### src/rtl/asc_regs.svh
// Register offsets, field positions, codes and reset values of the scan sequencer.
// Summary of operation
// - Writing 0001H at 24H launches a scan.
// - Range 1F00H fills all 32 result buffers.
// - Range register: end high byte, start low.
// - Results live at 80H to FCH.
// - Zero gain fields select gain one.
// - All-ones gain fields select gain eight.
// - Control 0439H selects auto zero, straight binary.
// - Control 0419H selects the 4.9 V reference.
// - Control 0431H selects the 0.6125 V reference.
// - Control 0401H selects differential field channels.
// - Range and gains persist across scans.
`ifndef ASC_REGS_SVH
`define ASC_REGS_SVH

`define ASC_OFF_CTRL 8'h04
`define ASC_OFF_RANGE 8'h10
`define ASC_OFF_LAUNCH 8'h24
`define ASC_OFF_GAIN_FIRST 8'h40
`define ASC_OFF_GAIN_LAST 8'h4C
`define ASC_OFF_MBOX_FIRST 8'h80
`define ASC_OFF_MBOX_CH3 8'h8C
`define ASC_OFF_MBOX_LAST 8'hFC

`define ASC_LAUNCH_VALUE 16'h0001
`define ASC_RST_CTRL 16'h0000
`define ASC_RST_RANGE 16'h0000
`define ASC_RST_GAIN 16'h0000

`define ASC_FMT_BIT 0
`define ASC_SRC_LSB 3
`define ASC_SRC_MSB 5
`define ASC_RANGE_END_LSB 8
`define ASC_RANGE_START_LSB 0

`define ASC_SRC_DIFF 3'h0
`define ASC_SRC_SINGLE 3'h1
`define ASC_SRC_4V9 3'h3
`define ASC_SRC_1V225 3'h5
`define ASC_SRC_0V6125 3'h6
`define ASC_SRC_AUTOZERO 3'h7

`define ASC_GAIN_X1 2'h0
`define ASC_GAIN_X8 2'h3
`define ASC_GAIN_FIELDS 8

`endif

### src/rtl/asc_pkg.sv
// Types shared by the scan sequencer.
package asc_pkg;

  // Analog front end selection driven toward the multiplexers and amplifier.
  typedef struct packed {
    logic [2:0] source;
    logic [4:0] channel;
    logic [1:0] programmable_gain_amp;
  } asc_front_t;

  // Sequencer states.
  typedef enum logic [1:0] {
    ST_IDLE,
    ST_KICK,
    ST_WAIT
  } asc_state_t;

endpackage : asc_pkg

### src/rtl/asc_sequencer.sv
// Scan and calibration sequencer with its memory-mapped register file.
`timescale 1ns/100ps
`default_nettype none
`include "asc_regs.svh"

module asc_sequencer #(
  parameter int NUM_CH = 32,
  parameter int DATA_W = 16
) (
  input wire logic clk_sys,
  input wire logic rst,
  input wire logic [7:0] bus_addr,
  input wire logic bus_wr,
  input wire logic bus_rd,
  input wire logic [15:0] bus_wdata,
  output logic [15:0] bus_rdata,
  output logic bus_rvalid,
  output asc_pkg::asc_front_t front,
  output logic adc_start,
  input wire logic adc_done_pin,
  input wire logic [15:0] adc_data_pin,
  output logic busy
);

  // The address map fixes 32 result words of 16 bits.
  if (NUM_CH != 32 || DATA_W != 16)
  begin : g_check
    $error("asc_sequencer serves only 32 channels of 16 bits");
  end

  localparam int CH_W = $clog2(NUM_CH);

  logic [15:0] scan_control;
  logic [15:0] channel_range;
  logic [15:0] gain_select [4];
  logic [DATA_W-1:0] result_buffer [NUM_CH];
  asc_pkg::asc_state_t state;
  asc_pkg::asc_state_t next_state;
  logic [CH_W-1:0] chan;
  logic [CH_W-1:0] next_chan;
  logic done_s1;
  logic done_s2;
  logic done_s3;
  logic [15:0] data_s1;
  logic [15:0] data_s2;

  // Gain code of one channel: eight two-bit fields per gain register.
  function automatic logic [1:0] gain_of(input logic [15:0] regs [4], input logic [CH_W-1:0] n);
    logic [15:0] word;
    logic [2:0] field;
    word = regs[n[CH_W-1:3]];
    field = n[2:0];
    gain_of = word[{field, 1'b0} +: 2];
  endfunction : gain_of

  // Straight binary keeps the count, otherwise the MSB flips to two's complement.
  function automatic logic [DATA_W-1:0] code_of(input logic [15:0] raw, input logic [15:0] ctl);
    code_of = ctl[`ASC_FMT_BIT] ? raw : {~raw[15], raw[14:0]};
  endfunction : code_of

  // Register decode.
  wire wr_ctrl = bus_wr && (bus_addr == `ASC_OFF_CTRL);
  wire wr_range = bus_wr && (bus_addr == `ASC_OFF_RANGE);
  wire wr_launch = bus_wr && (bus_addr == `ASC_OFF_LAUNCH);
  wire hit_gain = (bus_addr >= `ASC_OFF_GAIN_FIRST) && (bus_addr <= `ASC_OFF_GAIN_LAST)
                  && (bus_addr[1:0] == 2'h0);
  wire hit_mbox = (bus_addr >= `ASC_OFF_MBOX_FIRST) && (bus_addr[1:0] == 2'h0);
  wire wr_gain = bus_wr && hit_gain;
  wire [1:0] gain_idx = bus_addr[3:2];
  wire [CH_W-1:0] mbox_idx = bus_addr[CH_W+1:2];
  wire launch_cmd = wr_launch && (bus_wdata == `ASC_LAUNCH_VALUE);
  wire [CH_W-1:0] range_start = channel_range[`ASC_RANGE_START_LSB +: CH_W];
  wire [CH_W-1:0] range_end = channel_range[`ASC_RANGE_END_LSB +: CH_W];

  // Read data selection; launch and unmapped offsets read as zero.
  wire [15:0] rd_mux = (bus_addr == `ASC_OFF_CTRL) ? scan_control :
                       (bus_addr == `ASC_OFF_RANGE) ? channel_range :
                       hit_gain ? gain_select[gain_idx] :
                       hit_mbox ? result_buffer[mbox_idx] : 16'h0000;

  // Sequencer control and events.
  wire done_rise = done_s2 && !done_s3;
  wire store = (state == asc_pkg::ST_WAIT) && done_rise;
  wire last = (chan >= range_end);

  // Front end is steered from the control source field, counter and gains.
  assign front.source = scan_control[`ASC_SRC_MSB:`ASC_SRC_LSB];
  assign front.channel = chan;
  assign front.programmable_gain_amp = gain_of(gain_select, chan);
  assign adc_start = (state == asc_pkg::ST_KICK);
  assign busy = (state != asc_pkg::ST_IDLE);

  // Next state: launch loads the start channel, each result but the last advances upward.
  always_comb
  begin
    next_state = state;
    next_chan = chan;
    unique case (state)
      asc_pkg::ST_IDLE:
      begin
        if (launch_cmd)
        begin
          next_state = asc_pkg::ST_KICK;
          next_chan = range_start;
        end
      end
      asc_pkg::ST_KICK:
      begin
        next_state = asc_pkg::ST_WAIT;
      end
      asc_pkg::ST_WAIT:
      begin
        if (store)
        begin
          next_state = last ? asc_pkg::ST_IDLE : asc_pkg::ST_KICK;
          next_chan = last ? chan : chan + 1'b1;
        end
      end
      // The fourth code of the state register is unused; recover to idle.
      default:
      begin
        next_state = asc_pkg::ST_IDLE;
      end
    endcase
  end

  // Two-flop synchronisers for the converter's done and data pins.
  always_ff @(posedge clk_sys)
  begin
    done_s1 <= adc_done_pin;
    done_s2 <= done_s1;
    done_s3 <= done_s2;
    data_s1 <= adc_data_pin;
    data_s2 <= data_s1;
  end

  // Sequencer registers.
  always_ff @(posedge clk_sys)
  begin
    if (rst)
    begin
      state <= asc_pkg::ST_IDLE;
      chan <= '0;
    end
    else
    begin
      state <= next_state;
      chan <= next_chan;
    end
  end

  // Setting registers change only on their own writes, never on a scan.
  always_ff @(posedge clk_sys)
  begin
    if (rst)
    begin
      scan_control <= `ASC_RST_CTRL;
      channel_range <= `ASC_RST_RANGE;
      for (int i = 0; i < 4; i++)
      begin
        gain_select[i] <= `ASC_RST_GAIN;
      end
    end
    else
    begin
      if (wr_ctrl)
      begin
        scan_control <= bus_wdata;
      end
      if (wr_range)
      begin
        channel_range <= bus_wdata;
      end
      if (wr_gain)
      begin
        gain_select[gain_idx] <= bus_wdata;
      end
    end
  end

  // Result buffers hold each coded result until that slot converts again.
  always_ff @(posedge clk_sys)
  begin
    if (store)
    begin
      result_buffer[chan] <= code_of(data_s2, scan_control);
    end
  end

  // Registered read port, answering one cycle after the read strobe.
  always_ff @(posedge clk_sys)
  begin
    if (rst)
    begin
      bus_rdata <= 16'h0000;
      bus_rvalid <= 1'b0;
    end
    else
    begin
      bus_rvalid <= bus_rd;
      bus_rdata <= bus_rd ? rd_mux : bus_rdata;
    end
  end
endmodule : asc_sequencer

`default_nettype wire

### config.mk
export PLATFORM = sky130hd
export DESIGN_NAME = asc_sequencer
export DESIGN_NICKNAME = d
export VERILOG_FILES = /design/src/rtl/asc_pkg.sv /design/src/rtl/asc_sequencer.sv
export VERILOG_INCLUDE_DIRS = /design/src /design/src/rtl
export SDC_FILE = /design/constraint.sdc
export NUM_CORES = 1
export LEC_CHECK = 0
export BUFFER_PORTS_ARGS = -buffer_cell sky130_fd_sc_hd__buf_2
export CAP_MARGIN = 20
export CORE_MARGIN = 2
export CORE_UTILIZATION = 53
export CTS_CLUSTER_SIZE = 30
export DETAILED_ROUTE_END_ITERATION = 10
export HOLD_SLACK_MARGIN = 0.05
export PLACE_DENSITY = 0.69
export SYNTH_ARGS = -nofsm -noshare
export SYNTH_HDL_FRONTEND = slang
export SYNTH_SLANG_ARGS = --single-unit
### constraint.sdc
create_clock -name clk_sys -period 7.4 [get_ports clk_sys]
set_clock_uncertainty 0.15 [all_clocks]
set_input_delay 0 -clock clk_sys [delete_from_list [all_inputs] [get_ports clk_sys]]
set_output_delay 0 -clock clk_sys [all_outputs]
set_load 0.02 [all_outputs]
# After elaboration in Yosys (flattened, before gate mapping)
# Memory sizes are Yosys's and may differ from the RTL's.
# Cells that the tools add are included.
[totals]
register_bits = 155
latch_bits = 0
ramBits = 512
mem_bits_ro = 0
input_bits = 45
memories = 1
[memory_table]
columns = ["name", "depth", "width", "rd", "rd_ports_with_merged_regs", "write_ports", "line", "rtl"]
rows = [
  ["result_buffer", 32, 16, 1, 0, 1, "asc_sequencer.sv:36", "logic [DATA_W-1:0] result_buffer [NUM_CH];"],
]
[op_classes]
n_addsub = 1
mul = 0
n_div = 0
order_cmp = 7
n_eq_ne = 9
n_shift = 1
muxes = 24
n_bitwise = 3
n_reduce_logical = 18
[ops]
columns = ["op", "n"]
rows = [
  ["two-way mux 16 bit", 10],
  ["binary-select mux 16 bit (select 2 bit)", 2],
  ["bitwise mux 64 bit", 1],
  ["demux 16 bit (select 2 bit)", 1],
  ["== test 16 x 1 -> 1 bit, second input constant", 1],
  ["indexed part select 16 x 5 -> 2 bit", 1],
  ["two-way mux 5 bit", 3],
  ["logical AND 1 bit", 11],
  ["case mux 5 bit (2 select lines)", 1],
  ["== test 8 x 3 -> 1 bit, second input constant", 1],
  ["== test 8 x 5 -> 1 bit, second input constant", 1],
  ["== test 8 x 6 -> 1 bit, second input constant", 1],
  [">= comparator 8 x 7 -> 1 bit, second input constant", 1],
  [">= comparator 8 bit, second input constant", 1],
  ["<= comparator 8 x 7 -> 1 bit, second input constant", 1],
  [">= comparator 3 bit, second input constant", 2],
  ["inequality test 2 bit, second input constant", 3],
  ["inverter 2 -> 3 bit", 2],
  ["case mux 2 bit (3 select lines)", 1],
  ["adder 5 x 1 -> 5 bit, second input constant", 1],
  [">= comparator 5 bit", 1],
  ["logical NOT 2 bit", 2],
  ["two-way mux 2 bit", 2],
  ["AND reduction 4 bit", 1],
  ["8 further kinds", 11],
]

# Depth between registers and ports, before layout
[logic_depth]
word_depth = 7
ltp_mapped = 9
depth_no_buf = 7

# Worst setup path after synthesis
# Ideal clock, no wire load.
[synth_path]
path_kind = "reg2reg"
startpoint = "reg chan[4]"
endpoint = "mem result_buffer[16][0], enable pin"
setup_ns = 0.388
t_arrival_ns = 2.202
required_ns = 6.862
path_slack_ns = 4.660
stages_incl_launch_ff = 5
synth_period_minus_slack_ns = 2.740
path_cell_list = "dfxtp_1 > clkbuf_1 > clkbuf_1 > or3b_2 > nor2_1"
[synth_lines]
columns = ["item", "line", "rtl"]
rows = [
  ["start: declaration", "asc_sequencer.sv:39", "logic [CH_W-1:0] chan;"],
  ["start signal: assignment", "asc_sequencer.sv:148", "chan <= next_chan;"],
  ["end: declaration", "asc_sequencer.sv:36", ""],
]
# Straight into the memory's write port.

# Worst setup path after layout
[layout_path]
startpoint = "in bus_addr[4]"
endpoint = "reg gain_select[47] (netlist bit)"
[layout_between]
elab_chain_len = 4
elab_cells_between_ends = 5
[layout_lines]
columns = ["item", "line", "rtl"]
rows = [
  ["start: declaration", "asc_sequencer.sv:12", "input wire logic [7:0] bus_addr,"],
  [">= comparator 8 x 7 -> 1 bit (no source line) / <= comparator 8 x 7 -> 1 bit (equally long branches)", "-", ""],
  ["logical AND 1 bit (*) (2 in a row)", "asc_sequencer.sv:65", "wire hit_gain = (bus_addr >= `ASC_OFF_GAIN_FIRST) && (bus_addr <= `ASC_OFF_GAIN_LAST)"],
  ["logical AND 1 bit (*)", "asc_sequencer.sv:68", "wire wr_gain = bus_wr && hit_gain;"],
  ["end signal: indexed assignment", "asc_sequencer.sv:161", "gain_select[i] <= `ASC_RST_GAIN;"],
  ["end signal: indexed assignment", "asc_sequencer.sv:176", "gain_select[gain_idx] <= bus_wdata;"],
  ["end: declaration", "asc_sequencer.sv:35", "logic [15:0] gain_select [4];"],
]
# Every way passes the cells marked *; elsewhere a longest branch is shown, timed or not.
# A chain may end at the register's enable or synchronous reset.

==> flow_summary.json <==
{
  "syn_nets": 1601,
  "async_flop_share_pct": 0,
  "io_pins": 74,
  "critical_path_class": "primary input to register",
  "rsz0062_at_grt": "no",
  "fin_nets": 1762,
  "yosysSeqAreaShare_pct": 70.54,
  "clockRootBuffer": "clkbuf_16",
  "totalWireLength_mm": 64.04,
  "totalPowerFinal_mw": 7.718,
  "hold_path.class": "primary input to register",
  "synth_edf_count": 512,
  "placed_cells": 2233,
  "vias_per_cell": 6.236,
  "drtAntennaViolNets": 0,
  "portBuffers": 73,
  "num_rows": 81,
  "clock-sinks": 667,
  "synth_warnings": 0,
  "synth.avg_cell_area_um2": 16.93,
  "fillers": 3521,
  "power.density_nw_per_um2": 255.1,
  "cts_htree_levels": 3,
  "critPathMaxFanout": 29,
  "finalCriticalPeriod_ps": 3675,
  "start_kind": "primary input",
  "cts_setup_buffers": 0,
  "fp.dieH_um": 226.3,
  "grtUsageTotal_pct": 25.57,
  "drtPass1Iterations": 7,
  "die_w_um": 226.3,
  "status": "completed",
  "cts_tree": "yes",
  "place_ws_ps": 3994,
  "clk_latency_ps": 620,
  "place.gp.congestion": 0.8805,
  "vias": 15110,
  "hold_slack_ps": 50.12,
  "fin_util_pct": 61.93,
  "post_dp_cell_area_um2": 27330,
  "antenna_found_initial": 0,
  "start_util_pct": 53.62,
  "cts-buffers-inserted": 68,
  "final-setup-viol-count": 0,
  "grt_overflow": 0,
  "max_freq_mhz": 272.1,
  "critPathRequiredTime_ps": 7740,
  "cp.arrival_ps": 4010,
  "synth_cell_type_count": 64,
  "tightest_slew_ps": 1108,
  "wl_per_cell_um": 26.43,
  "cts.clk_slew.worst_paths_ps": 60,
  "core-area_um2": 48850,
  "stdcell_area_um2": 30250,
  "end_kind": "register",
  "layout_common_cells": "512 x edfxtp_1, 155 x dfxtp_1, 130 x mux4_2, 125 x nand2_1, 91 x nor2_1",
  "synth_seq_cells": 667,
  "drt-initial-drc-count": 1766,
  "syn_inst": 1547,
  "cts_max_path_buffers": 3,
  "mostFrequentLayoutCell": "edfxtp_1",
  "hpwl_mm": 38.17,
  "die_area_um2": 51220,
  "finalSetupTns_ps": 0,
  "final.setup.worst_slack_ps": 3725,
  "drive_gt1_share_pct": 23.38,
  "grt_first_pass_wirelength_mm": 94.30,
  "drc": 0,
  "max-vdd-ir-drop_v": 0.0001532,
  "power_leakage_nw": 10.07,
  "slew_violations": 0,
  "grt_pass1_vias": 14510,
  "netlist_area_um2": 26190,
  "grt_max_degree": 107,
  "hold_violations": 0,
  "ys.flop_type": "edfxtp_1",
  "min_period_over_period_pct": 49.66,
  "fin_cells": 2423,
  "maxCapViolations": 0,
  "slew-limit-headroom_pct": 26.17,
  "area.growth.synth_to_final_pct": 15.49
}
## routing by layer
| layer | global-route usage [%] | share of wire [%] | up-vias |
|---|---|---|---|
| met2 | 39.10 | 47 | 773 |
| li1 | - | - | 6460 |
| met1 | 36.77 | 41 | 7736 |
| met3 | 4.224 | 8.7 | 141 |
| met5 | 0 | 0 | - |
| met4 | 10.93 | 3.6 | 0 |
## cell usage after synthesis, drive strengths merged (18+ instances only)
master / instances / area share (%)
dfxtp: 155 / 12
edfxtp: 512 / 59
a221oi: 26 / 0.87
mux2i: 82 / 3.1
nand3: 49 / 0.94
a21oi: 54 / 1.0
mux2: 31 / 1.3
mux4: 134 / 12
buf: 47 / 1.2
clkbuf: 58 / 0.83
nand2: 126 / 1.8
a22oi: 18 / 0.52
nor2: 92 / 1.3
## where the power goes
group | internal (mW) | switching (mW) | leakage (nW)
sequential | 4.04 | 0.0153 | 5.86
combinational | 0.133 | 0.203 | 3.14
clock | 1.92 | 1.41 | 1.07
total | 6.09 | 1.63 | 10.1
## flip-flops by register name (all words and copies together), names as in the netlist, 2 cells and up
register,flops
result_buffer,512
data_s2,16
state,2
chan,5
data_s1,16
bus_rdata,16
gain_select,64
scan_control,16
channel_range,16
## repair_timing
action | 4_1_cts | 5_1_grt
hold endpoints to repair | 137 | 0
hold buffers | 61 | 0
resized for setup | 0 | 0
## cells by family after synthesis
| kind of cell | count (synthesis) | synth area share, % |
|---|---|---|
| xor gates and xnor gates | 1 | 0.03344 |
| and+or+nand+nor | 314 | 5.369 |
| DFF | 667 | 70.54 |
| muxes | 247 | 16.04 |
| AOI/OAI and AO/OA | 196 | 5.417 |
| buffers and inverters | 113 | 2.164 |
| adders and majority gates | 9 | 0.4299 |
## area by class of cell
type	instances	area, um2	area share, %
sequential	667	18480	61.08
multi-input combinational	767	7168	23.70
clock buffer	87	1856	6.134
timing repair buffer	196	1587	5.244
tap	664	830.8	2.746
clock inverter	33	300.3	0.9926
inverter	8	30.03	0.09926
antenna	1	2.502	0.008272
## worst paths after layout
| check | start | end | cells past startpoint | slack (ps) |
|---|---|---|---|---|
| setup / recovery | bus_addr[4] | gain_select[47] | 9 | 3720 |
| hold / removal | rst | scan_control[5] | 3 | 50 |
| setup reg to reg | chan[0] | chan[4] | 7 | 4530 |
| hold reg to reg | data_s1[10] | data_s2[10] | 0 | 170 |
## critical path, stage by stage
cell and delay, ps:
dlygate4sd3_1 530, buf_2 260, nor2_2 130, buf_4 390
and4b_1 800, nand4b_1 930, nand2_1 300, a21oi_1 90
dlygate4sd3_1 570
Power figures use the tool's default switching activity.
